`src/common/pewp_defs.svh`:
```
/*
  Constants of the parallel EEPROM host controller: pin widths, field
  positions, timing figures with their cycle counts, and the lock command
  table. Assumes a 250 MHz controller clock.
*/
`ifndef PEWP_DEFS_SVH
`define PEWP_DEFS_SVH

// pin and field layout
`define PEWP_ADDR_W 17
`define PEWP_ADDR_MSB 16
`define PEWP_DATA_W 8
`define PEWP_CMD_ADDR_W 15
`define PEWP_PAGE_LSB 7
`define PEWP_TOGGLE_BIT 6
`define PEWP_PAGE_MAX 8'h80
`define PEWP_SEQ_W 3
`define PEWP_SEQ_ON_LEN 3'h3
`define PEWP_SEQ_OFF_LEN 3'h6

// timing figures, as printed, and their cycle counts
`define PEWP_CLK_NS 4
`define PEWP_WR_PULSE_NS 100
`define PEWP_WR_HIGH_NS 50
`define PEWP_CE_HIGH_NS 50
`define PEWP_OE_HIGH_NS 150
`define PEWP_ACCESS_NS 120
`define PEWP_SYNC_STAGES 2
`define PEWP_BYTE_WINDOW_US 150
`define PEWP_PROG_TIME_MS 10
`define PEWP_WINDOW_GUARD 4
`define PEWP_CEIL_CYC(ns) (((ns) + `PEWP_CLK_NS - 1) / `PEWP_CLK_NS)
`define PEWP_WR_PULSE_CYC `PEWP_CEIL_CYC(`PEWP_WR_PULSE_NS)
`define PEWP_WR_HIGH_CYC `PEWP_CEIL_CYC(`PEWP_WR_HIGH_NS)
`define PEWP_CE_HIGH_CYC `PEWP_CEIL_CYC(`PEWP_CE_HIGH_NS)
`define PEWP_OE_HIGH_CYC `PEWP_CEIL_CYC(`PEWP_OE_HIGH_NS)
`define PEWP_ACCESS_CYC (`PEWP_CEIL_CYC(`PEWP_ACCESS_NS) + `PEWP_SYNC_STAGES)
`define PEWP_BYTE_WINDOW_CYC ((`PEWP_BYTE_WINDOW_US * 1000) / `PEWP_CLK_NS)
`define PEWP_PROG_TIMEOUT_CYC ((`PEWP_PROG_TIME_MS * 1000000) / `PEWP_CLK_NS)
`define PEWP_PT_W 6
`define PEWP_WT_W 16
`define PEWP_TT_W 22

// lock command table: address on the low 15 lines, data byte
`define PEWP_ON_A0 15'h0001
`define PEWP_ON_D0 8'h01
`define PEWP_ON_A1 15'h0002
`define PEWP_ON_D1 8'h02
`define PEWP_ON_A2 15'h0003
`define PEWP_ON_D2 8'h03
`define PEWP_OFF_A0 15'h0001
`define PEWP_OFF_D0 8'h01
`define PEWP_OFF_A1 15'h0002
`define PEWP_OFF_D1 8'h02
`define PEWP_OFF_A2 15'h0003
`define PEWP_OFF_D2 8'h04
`define PEWP_OFF_A3 15'h0001
`define PEWP_OFF_D3 8'h05
`define PEWP_OFF_A4 15'h0002
`define PEWP_OFF_D4 8'h06
`define PEWP_OFF_A5 15'h0003
`define PEWP_OFF_D5 8'h07

`endif

```
`src/common/pewp_pkg.sv`:
```
/*
  Types of the parallel EEPROM host controller: request codes, sequencer
  states and the packed state record. Assumes pewp_defs.svh on the path.
*/
`include "pewp_defs.svh"

package pewp_pkg;

  typedef enum logic [1:0] {
    PEWP_OP_READ = 2'b00,
    PEWP_OP_WRITE = 2'b01,
    PEWP_OP_LOCK_ON = 2'b10,
    PEWP_OP_LOCK_OFF = 2'b11
  } pewp_op_type;

  typedef enum logic [3:0] {
    PEWP_IDLE = 4'b0000,
    PEWP_ISSUE = 4'b0001,
    PEWP_WR_SETUP = 4'b0010,
    PEWP_WR_PULSE = 4'b0011,
    PEWP_WR_HIGH = 4'b0100,
    PEWP_LOAD_WAIT = 4'b0101,
    PEWP_RD_ACCESS = 4'b0110,
    PEWP_RD_GAP = 4'b0111,
    PEWP_POLL_ACCESS = 4'b1000,
    PEWP_POLL_GAP = 4'b1001
  } pewp_state_type;

  typedef struct packed {
    pewp_state_type state;
    logic [`PEWP_ADDR_W-1:0] addr;
    logic [`PEWP_DATA_W-1:0] dout;
    logic doe;
    logic ce_n;
    logic oe_n;
    logic we_n;
    logic [`PEWP_DATA_W-1:0] din_s1;
    logic [`PEWP_DATA_W-1:0] din_s2;
    logic [`PEWP_SEQ_W-1:0] seq_idx;
    logic [`PEWP_SEQ_W-1:0] seq_len;
    logic seq_off;
    logic set_lock;
    logic clr_lock;
    logic have_data;
    logic last;
    logic [`PEWP_ADDR_W-1:0] data_addr;
    logic [`PEWP_DATA_W-1:0] data_byte;
    logic [`PEWP_ADDR_W-1:0] last_addr;
    logic [`PEWP_DATA_W-1:0] nbytes;
    logic first_poll;
    logic tog_prev;
    logic cmd_ready;
    logic rsp_valid;
    logic rsp_error;
    logic [`PEWP_DATA_W-1:0] rsp_data;
    logic locked;
  } pewp_ctl_type;

  parameter pewp_ctl_type PEWP_CTL_RESET = '{
    state: PEWP_IDLE,
    ce_n: 1'b1,
    oe_n: 1'b1,
    we_n: 1'b1,
    cmd_ready: 1'b1,
    default: '0
  };

endpackage

```
`src/rtl/pewp_host.sv`:
```
/*
  Host controller for an asynchronous byte-wide EEPROM with page write,
  software write lock and toggle-bit end-of-write detection. Takes one
  request at a time on a valid/ready port and drives the memory pins.
  Assumes the memory data bus is asynchronous and the memory lines are
  wired straight to the pins with no other master.
*/

`timescale 1ns/100ps
`include "pewp_defs.svh"

module pewp_host #(
  parameter int BYTE_WINDOW_CYC = `PEWP_BYTE_WINDOW_CYC,
  parameter int PROG_TIMEOUT_CYC = `PEWP_PROG_TIMEOUT_CYC
) (
  // clock and reset
  input wire logic clk,
  input wire logic rst,
  // request
  input wire logic cmd_valid,
  output logic cmd_ready,
  input wire pewp_pkg::pewp_op_type cmd_op,
  input wire logic [`PEWP_ADDR_W-1:0] cmd_addr,
  input wire logic [`PEWP_DATA_W-1:0] cmd_data,
  input wire logic cmd_prefix,
  input wire logic cmd_last,
  // answer
  output logic rsp_valid,
  output logic rsp_error,
  output logic [`PEWP_DATA_W-1:0] rsp_data,
  output logic lock_state,
  // memory pins
  output logic [`PEWP_ADDR_W-1:0] mem_addr,
  output logic [`PEWP_DATA_W-1:0] mem_dq_out,
  output logic mem_dq_oe,
  input wire logic [`PEWP_DATA_W-1:0] mem_dq_in,
  output logic mem_ce_n,
  output logic mem_oe_n,
  output logic mem_we_n
);
  import pewp_pkg::*;

  pewp_ctl_type st_reg;
  pewp_ctl_type st_next;

  logic pt_load;
  logic [`PEWP_PT_W-1:0] pt_val;
  logic pt_exp;
  logic wt_load;
  logic wt_exp;
  logic tt_load;
  logic tt_exp;
  logic [`PEWP_CMD_ADDR_W-1:0] seq_addr;
  logic [`PEWP_DATA_W-1:0] seq_data;
  logic toggle_now;
  logic settled;

  // lock command table; disable uses the six-byte form
  function automatic logic [`PEWP_CMD_ADDR_W+`PEWP_DATA_W-1:0] seq_byte(
    input logic off,
    input logic [`PEWP_SEQ_W-1:0] idx
  );
    logic [`PEWP_CMD_ADDR_W+`PEWP_DATA_W-1:0] r;
    r = {`PEWP_ON_A0, `PEWP_ON_D0};
    if (off) begin
      case (idx)
        3'h0: r = {`PEWP_OFF_A0, `PEWP_OFF_D0};
        3'h1: r = {`PEWP_OFF_A1, `PEWP_OFF_D1};
        3'h2: r = {`PEWP_OFF_A2, `PEWP_OFF_D2};
        3'h3: r = {`PEWP_OFF_A3, `PEWP_OFF_D3};
        3'h4: r = {`PEWP_OFF_A4, `PEWP_OFF_D4};
        default: r = {`PEWP_OFF_A5, `PEWP_OFF_D5};
      endcase
    end else begin
      case (idx)
        3'h0: r = {`PEWP_ON_A0, `PEWP_ON_D0};
        3'h1: r = {`PEWP_ON_A1, `PEWP_ON_D1};
        default: r = {`PEWP_ON_A2, `PEWP_ON_D2};
      endcase
    end
    return r;
  endfunction

  always_comb begin
    st_next = st_reg;
    pt_load = 1'b0;
    pt_val = '0;
    wt_load = 1'b0;
    tt_load = 1'b0;
    {seq_addr, seq_data} = seq_byte(st_reg.seq_off, st_reg.seq_idx);
    toggle_now = st_reg.din_s2[`PEWP_TOGGLE_BIT];
    settled = !st_reg.first_poll && (toggle_now == st_reg.tog_prev);
    // only the second stage is read by logic
    st_next.din_s1 = mem_dq_in;
    st_next.din_s2 = st_reg.din_s1;
    st_next.rsp_valid = 1'b0;
    st_next.rsp_error = 1'b0;

    case (st_reg.state)
      PEWP_IDLE: begin
        if (cmd_valid && st_reg.cmd_ready) begin
          st_next.cmd_ready = 1'b0;
          if (cmd_op == PEWP_OP_READ) begin
            st_next.addr = cmd_addr;
            st_next.ce_n = 1'b0;
            st_next.oe_n = 1'b0;
            pt_load = 1'b1;
            pt_val = `PEWP_PT_W'(`PEWP_ACCESS_CYC);
            st_next.state = PEWP_RD_ACCESS;
          end else begin
            st_next.seq_idx = '0;
            st_next.seq_off = (cmd_op == PEWP_OP_LOCK_OFF);
            if (cmd_op == PEWP_OP_LOCK_OFF) begin
              st_next.seq_len = `PEWP_SEQ_OFF_LEN;
            end else if (cmd_op == PEWP_OP_LOCK_ON || cmd_prefix) begin
              st_next.seq_len = `PEWP_SEQ_ON_LEN;
            end else begin
              st_next.seq_len = '0;
            end
            st_next.set_lock = (cmd_op == PEWP_OP_LOCK_ON) || (cmd_op == PEWP_OP_WRITE && cmd_prefix);
            st_next.clr_lock = (cmd_op == PEWP_OP_LOCK_OFF);
            st_next.have_data = (cmd_op == PEWP_OP_WRITE);
            st_next.data_addr = cmd_addr;
            st_next.data_byte = cmd_data;
            st_next.last_addr = cmd_addr;
            st_next.last = cmd_last;
            st_next.nbytes = '0;
            st_next.state = PEWP_ISSUE;
          end
        end
      end

      PEWP_ISSUE: begin
        if (st_reg.seq_idx != st_reg.seq_len) begin
          // command bytes keep the page's upper lines
          st_next.addr = {st_reg.data_addr[`PEWP_ADDR_MSB:`PEWP_CMD_ADDR_W], seq_addr};
          st_next.dout = seq_data;
          st_next.seq_idx = st_reg.seq_idx + `PEWP_SEQ_W'(1);
          st_next.doe = 1'b1;
          st_next.ce_n = 1'b0;
          st_next.oe_n = 1'b1;
          st_next.state = PEWP_WR_SETUP;
        end else if (st_reg.have_data) begin
          st_next.addr = st_reg.data_addr;
          st_next.dout = st_reg.data_byte;
          st_next.have_data = 1'b0;
          st_next.nbytes = st_reg.nbytes + `PEWP_DATA_W'(1);
          st_next.last_addr = st_reg.data_addr;
          st_next.doe = 1'b1;
          st_next.ce_n = 1'b0;
          st_next.oe_n = 1'b1;
          st_next.state = PEWP_WR_SETUP;
        end else if (st_reg.last || st_reg.nbytes == `PEWP_PAGE_MAX) begin
          // page closed: poll the last address until the toggle bit settles
          st_next.addr = st_reg.last_addr;
          st_next.ce_n = 1'b0;
          st_next.oe_n = 1'b0;
          st_next.first_poll = 1'b1;
          tt_load = 1'b1;
          pt_load = 1'b1;
          pt_val = `PEWP_PT_W'(`PEWP_ACCESS_CYC);
          st_next.state = PEWP_POLL_ACCESS;
        end else begin
          st_next.cmd_ready = 1'b1;
          st_next.state = PEWP_LOAD_WAIT;
        end
      end

      PEWP_WR_SETUP: begin
        st_next.we_n = 1'b0;
        pt_load = 1'b1;
        pt_val = `PEWP_PT_W'(`PEWP_WR_PULSE_CYC);
        st_next.state = PEWP_WR_PULSE;
      end

      PEWP_WR_PULSE: begin
        if (pt_exp) begin
          st_next.we_n = 1'b1;
          st_next.ce_n = 1'b1;
          wt_load = 1'b1;
          pt_load = 1'b1;
          pt_val = `PEWP_PT_W'(`PEWP_WR_HIGH_CYC);
          st_next.state = PEWP_WR_HIGH;
        end
      end

      PEWP_WR_HIGH: begin
        if (pt_exp) begin
          st_next.doe = 1'b0;
          st_next.state = PEWP_ISSUE;
        end
      end

      PEWP_LOAD_WAIT: begin
        if (cmd_valid && st_reg.cmd_ready) begin
          if (!wt_exp && cmd_op == PEWP_OP_WRITE && !cmd_prefix &&
              cmd_addr[`PEWP_ADDR_MSB:`PEWP_PAGE_LSB] == st_reg.data_addr[`PEWP_ADDR_MSB:`PEWP_PAGE_LSB]) begin
            st_next.cmd_ready = 1'b0;
            st_next.have_data = 1'b1;
            st_next.data_addr = cmd_addr;
            st_next.data_byte = cmd_data;
            st_next.last = cmd_last;
            st_next.state = PEWP_ISSUE;
          end else begin
            // foreign page or late byte is refused, never sent
            st_next.rsp_valid = 1'b1;
            st_next.rsp_error = 1'b1;
            if (wt_exp) begin
              st_next.cmd_ready = 1'b0;
              st_next.last = 1'b1;
              st_next.state = PEWP_ISSUE;
            end
          end
        end else if (wt_exp) begin
          st_next.cmd_ready = 1'b0;
          st_next.last = 1'b1;
          st_next.state = PEWP_ISSUE;
        end
      end

      PEWP_RD_ACCESS: begin
        if (pt_exp) begin
          st_next.rsp_valid = 1'b1;
          st_next.rsp_data = st_reg.din_s2;
          st_next.ce_n = 1'b1;
          st_next.oe_n = 1'b1;
          pt_load = 1'b1;
          pt_val = `PEWP_PT_W'(`PEWP_CE_HIGH_CYC);
          st_next.state = PEWP_RD_GAP;
        end
      end

      PEWP_RD_GAP: begin
        if (pt_exp) begin
          st_next.cmd_ready = 1'b1;
          st_next.state = PEWP_IDLE;
        end
      end

      PEWP_POLL_ACCESS: begin
        if (pt_exp) begin
          st_next.ce_n = 1'b1;
          st_next.oe_n = 1'b1;
          if (settled || tt_exp) begin
            // done on two equal samples or on the program timeout; the level itself means nothing
            st_next.rsp_valid = 1'b1;
            st_next.rsp_error = !settled;
            st_next.rsp_data = st_reg.din_s2;
            if (settled && st_reg.set_lock) begin
              st_next.locked = 1'b1;
            end else if (settled && st_reg.clr_lock) begin
              st_next.locked = 1'b0;
            end
            pt_load = 1'b1;
            pt_val = `PEWP_PT_W'(`PEWP_CE_HIGH_CYC);
            st_next.state = PEWP_RD_GAP;
          end else begin
            st_next.tog_prev = toggle_now;
            st_next.first_poll = 1'b0;
            pt_load = 1'b1;
            pt_val = `PEWP_PT_W'(`PEWP_OE_HIGH_CYC);
            st_next.state = PEWP_POLL_GAP;
          end
        end
      end

      PEWP_POLL_GAP: begin
        if (pt_exp) begin
          st_next.ce_n = 1'b0;
          st_next.oe_n = 1'b0;
          pt_load = 1'b1;
          pt_val = `PEWP_PT_W'(`PEWP_ACCESS_CYC);
          st_next.state = PEWP_POLL_ACCESS;
        end
      end

      default: begin
        st_next = PEWP_CTL_RESET;
      end
    endcase
  end

  always_ff @(posedge clk or posedge rst) begin
    if (rst) begin
      st_reg <= PEWP_CTL_RESET;
    end else begin
      st_reg <= st_next;
    end
  end

  // phase timing of strobes and reads
  pewp_timer #(.W(`PEWP_PT_W)) u_phase_timer (
    .clk(clk),
    .rst(rst),
    .load(pt_load),
    .value(pt_val),
    .expired(pt_exp)
  );

  // guard keeps the next strobe fall inside the load window
  pewp_timer #(.W(`PEWP_WT_W)) u_window_timer (
    .clk(clk),
    .rst(rst),
    .load(wt_load),
    .value(`PEWP_WT_W'(BYTE_WINDOW_CYC - `PEWP_WINDOW_GUARD)),
    .expired(wt_exp)
  );

  // a device that never settles is given up after the program time
  pewp_timer #(.W(`PEWP_TT_W)) u_prog_timer (
    .clk(clk),
    .rst(rst),
    .load(tt_load),
    .value(`PEWP_TT_W'(PROG_TIMEOUT_CYC)),
    .expired(tt_exp)
  );

  assign cmd_ready = st_reg.cmd_ready;
  assign rsp_valid = st_reg.rsp_valid;
  assign rsp_error = st_reg.rsp_error;
  assign rsp_data = st_reg.rsp_data;
  assign lock_state = st_reg.locked;
  assign mem_addr = st_reg.addr;
  assign mem_dq_out = st_reg.dout;
  assign mem_dq_oe = st_reg.doe;
  assign mem_ce_n = st_reg.ce_n;
  assign mem_oe_n = st_reg.oe_n;
  assign mem_we_n = st_reg.we_n;

endmodule

```
`src/rtl/pewp_timer.sv`:
```
/*
  Down counter used for every interval of the controller. A load sets the
  count; expired is high while the count is zero. Assumes one clock domain.
*/
`timescale 1ns/100ps

module pewp_timer #(
  parameter int W = 8
) (
  // clock and reset
  input wire logic clk,
  input wire logic rst,
  // control
  input wire logic load,
  input wire logic [W-1:0] value,
  output logic expired
);

  typedef struct packed {
    logic [W-1:0] cnt;
  } pewp_timer_type;

  pewp_timer_type st_reg;
  pewp_timer_type st_next;

  always_comb begin
    st_next = st_reg;
    if (load) begin
      st_next.cnt = value;
    end else if (st_reg.cnt != '0) begin
      st_next.cnt = st_reg.cnt - W'(1);
    end
  end

  always_ff @(posedge clk or posedge rst) begin
    if (rst) begin
      st_reg <= '0;
    end else begin
      st_reg <= st_next;
    end
  end

  assign expired = (st_reg.cnt == '0);

endmodule

```
`config.mk`:
```
export PLATFORM = sky130hd
export DESIGN_NAME = pewp_host
export DESIGN_NICKNAME = d
export VERILOG_FILES = /design/src/common/pewp_pkg.sv /design/src/rtl/pewp_host.sv /design/src/rtl/pewp_timer.sv
export VERILOG_INCLUDE_DIRS = /design/src /design/src/common
export SDC_FILE = /design/constraint.sdc
export NUM_CORES = 1
export LEC_CHECK = 0
export BUFFER_PORTS_ARGS = -buffer_cell sky130_fd_sc_hd__buf_2
export CELL_PAD_IN_SITES_DETAIL_PLACEMENT = 0
export CELL_PAD_IN_SITES_GLOBAL_PLACEMENT = 2
export CORE_ASPECT_RATIO = 1.4
export CORE_MARGIN = 10
export CORE_UTILIZATION = 38
export DETAILED_ROUTE_END_ITERATION = 8
export PLACE_DENSITY = 0.87
export RECOVER_POWER = 50
export SYNTH_ARGS = -nofsm -noshare
export SYNTH_HDL_FRONTEND = slang
export SYNTH_SLANG_ARGS = --single-unit
```
`constraint.sdc`:
```
create_clock -name clk -period 5.61 [get_ports clk]
set_input_delay 0.561 -clock clk [delete_from_list [all_inputs] [get_ports clk]]
set_output_delay 0.561 -clock clk [all_outputs]
set_load 0.01 [all_outputs]
```
==> results.cfg <==
[power_and_ir_drop]
p_per_area_nw_per_um2 = 328
p_int_uw = 2180
power_switching_uw = 931
p_leak_uw = 0.00423
power.total_uw = 3110
ir_drop_v = 0.000224
power_frac_comb_pct = 20.6
seqPwrFrac_pct = 43.6
pwr-share-clk_pct = 35.8
switching_share_pct = 30.0

[worst_setup_path]
crit_type = primary input to async pin
cp_max_fo = 64
regToRegSetupSlack_ns = 1.87
cp-start-kind = primary input
worstPathArrival_ns = 3.99
rr_startpoint = st_reg[120]$_DFFE_PP0P_
rr_endpoint = mem_addr[0]$_DFFE_PP0P_
cp_data_required_time_ns = 5.72
reg2regPathDepth = 6
end_kind = async pin

[place]
finalWeightedCongestion = 0.820
io_buffers = 80
place_area_um2 = 8990
hpwlAfterDp_um = 14500

[grt]
grt_pass1_wl_um = 35000
busiest_layer = met2
overflow = 0
track_usage_pct = 14.8
grt_max_degree = 65
use_met2_pct = 25.0
use_met1_pct = 18.1
first_global_vias = 6504
antenna_found_initial = 0
use_met3_pct = 3.02

[drt]
vias_per_cell = 5.31
drc_errors = 0
drt-initial-drc-count = 305
num_vias = 6485
ant_nets = 0
wirelength_um = 21100
wl_per_cell_um = 17.2
drt-pass1-iter-count = 5

[sta]
setup_viol = 0
fin_crit_sh_pct = 69.2
hold_violations = 0
tightest_slew_ns = 2.96
slew_headroom_pct = -98.7
rsz0062_at_grt = no
fin_tns_setup_ns = 0
maxSlewViolCount = 171
skew_ns = 0.0105
hold_slack_ns = 0.342
fmax_ghz = 0.258
period_needed_ns = 3.88

[clock_tree]
cts.sinks = 166
cts_tree = done
cts_made_buffers = 17
cts.clk_slew.worst_paths_ns = 0.06
clk_path_buf_depth = 2
h-tree-depth = 4
hold_buffers = 0
cts_root_buf = clkbuf_16
ctsResizeCount = 0
post-cts-setup-buffers = 0
worst_skew_pair.late_latency_ns = 0.43

[hold_path]
hp-start = mem_dq_in[3]
whs_path_depth = 2
hp-class = primary input to flop
whs_endpoint = st_reg[86]$_DFF_PP0_

[yosys]
yosysWarningCount = 0
yosysUniqueCellTypes = 78
ys_seq_elements = 166
async_flop_share_pct = 100
synth_seq_area_share_pct = 48.4
syn_inst = 878
synthesis.nets = 928
synth-edff-count = 0
netlist_area_um2 = 8580
avgSynthCellArea_um2 = 9.78
ys.flop_type = dfrtp_1

[floorplan]
rows = 65
core_area_um2 = 22400
io_pins = 81
dieArea_um2 = 29100
die_y_um = 198
die_w_um = 147
start_util_pct = 38.4

[run_status]
violations = max-capacitance violations, max-slew violations
status = finished, violations left

[cells_and_area]
final_area_um2 = 9480
largest_reg_flops = 81
drive_gt1_share_pct = 11.9
fin_nets = 960
fin_util_pct = 42.4
fillers = 2243
syn2layout_area_growth_pct = 10.5
diodes = 0

[flow_run]
maxCapViolations = 3
==> cell usage in the layout (no fill, tap or decap), types with 26 or more instances in the layout <==
cell type | netlist | layout
dfrtp_1 | 162 | 162
a22o_1 | 40 | 40
clkbuf_1 | 25 | 44
a21oi_1 | 33 | 33
nand2_1 | 92 | 92
nor2_1 | 81 | 81
xnor2_1 | 26 | 26
buf_2 | 10 | 41
o21ai_0 | 53 | 52
==> cells in the mapped netlist (14+ instances only) <==
master    count  area, um2
dfrtp_1     162       4050
nand2_1      92        345
nor2_1       81        304
o21ai_0      53        265
a22o_1       40        350
buf_4        35        263
a21oi_1      33        165
xnor2_1      26        228
clkbuf_1     25       93.8
inv_1        25       93.8
nor3_1       25        125
xor2_1       25        219
mux2i_1      24        240
nand3_1      24        120
and2_1       21        131
a31oi_1      18        113
nor4_1       14       87.6
==> cell type report <==
class                   instances  area, um2  area share, %
multi-input cells             610       3880           41.0
clock buffers                  21        440           4.64
clock inverters                 9        106           1.12
repair buffers                 90        420           4.43
well taps                     301        377           3.97
flip-flops and latches        166       4160           43.9
inverters                      25       95.1           1.00
==> how the worst max path moves through the flow <==
stage | slack (ns) | startpoint | cells past startpoint | to
2_1_floorplan | 0.57 | rst | 1 | lock_state$_DFFE_PP0P_
3_3_place_gp | 1.95 | st_reg[120]$_DFFE_PP0P_ | 6 | mem_addr[0]$_DFFE_PP0P_
3_5_place_dp | 1.87 | st_reg[120]$_DFFE_PP0P_ | 6 | mem_addr[0]$_DFFE_PP0P_
4_1_cts | 1.81 | st_reg[120]$_DFFE_PP0P_ | 6 | mem_addr[0]$_DFFE_PP0P_
5_1_grt | 0.95 | rst | 3 | u_phase_timer.st_reg[3]$_DFFE_PP0P_
6_report | 1.73 | rst | 3 | rsp_data[2]$_DFFE_PP0P_
==> cell families (layout without fill, tap and decap cells) <==
| logic type | count (synthesis) | in the layout | synth area share [%] |
|---|---|---|---|
| and+or+nand+nor | 318 | 318 | 18.7 |
| DFF | 166 | 166 | 48.4 |
| muxes | 28 | 28 | 3.32 |
| buffers and inverters | 102 | 145 | 6.49 |
| AOI/OAI and AO/OA | 203 | 203 | 16.3 |
| adders and majority gates | 10 | 10 | 1.46 |
| xor gates and xnor gates | 51 | 51 | 5.20 |
==> power groups by stage <==
stage,registers [uW],clock network [uW],logic [uW]
finish,1350,1110,640
global route,1360,1200,720
CTS,1350,1150,658
detailed placement,1380,0,652
global placement,1370,0,646
floorplan,1340,0,516
==> routing by layer <==
metal	up-vias	wire length (um)
met5	-	0
met4	0	415
met3	26	654
met2	120	10800
met1	3185	9220
li1	3154	-
==> stage by stage <==
step,setup slack [ns],cells
2_1_floorplan,0.566,878
3_3_place_gp,1.95,1192
3_5_place_dp,1.87,1192
4_1_cts,1.81,1222
5_1_grt,0.950,1222
6_report,1.73,1222
==> critical path, stage by stage <==
cell and delay (ns):
buf_2 0.10, clkinvlp_2 1.65, clkbuf_1 1.61
Note: power is estimated with default switching activity, not from simulation.
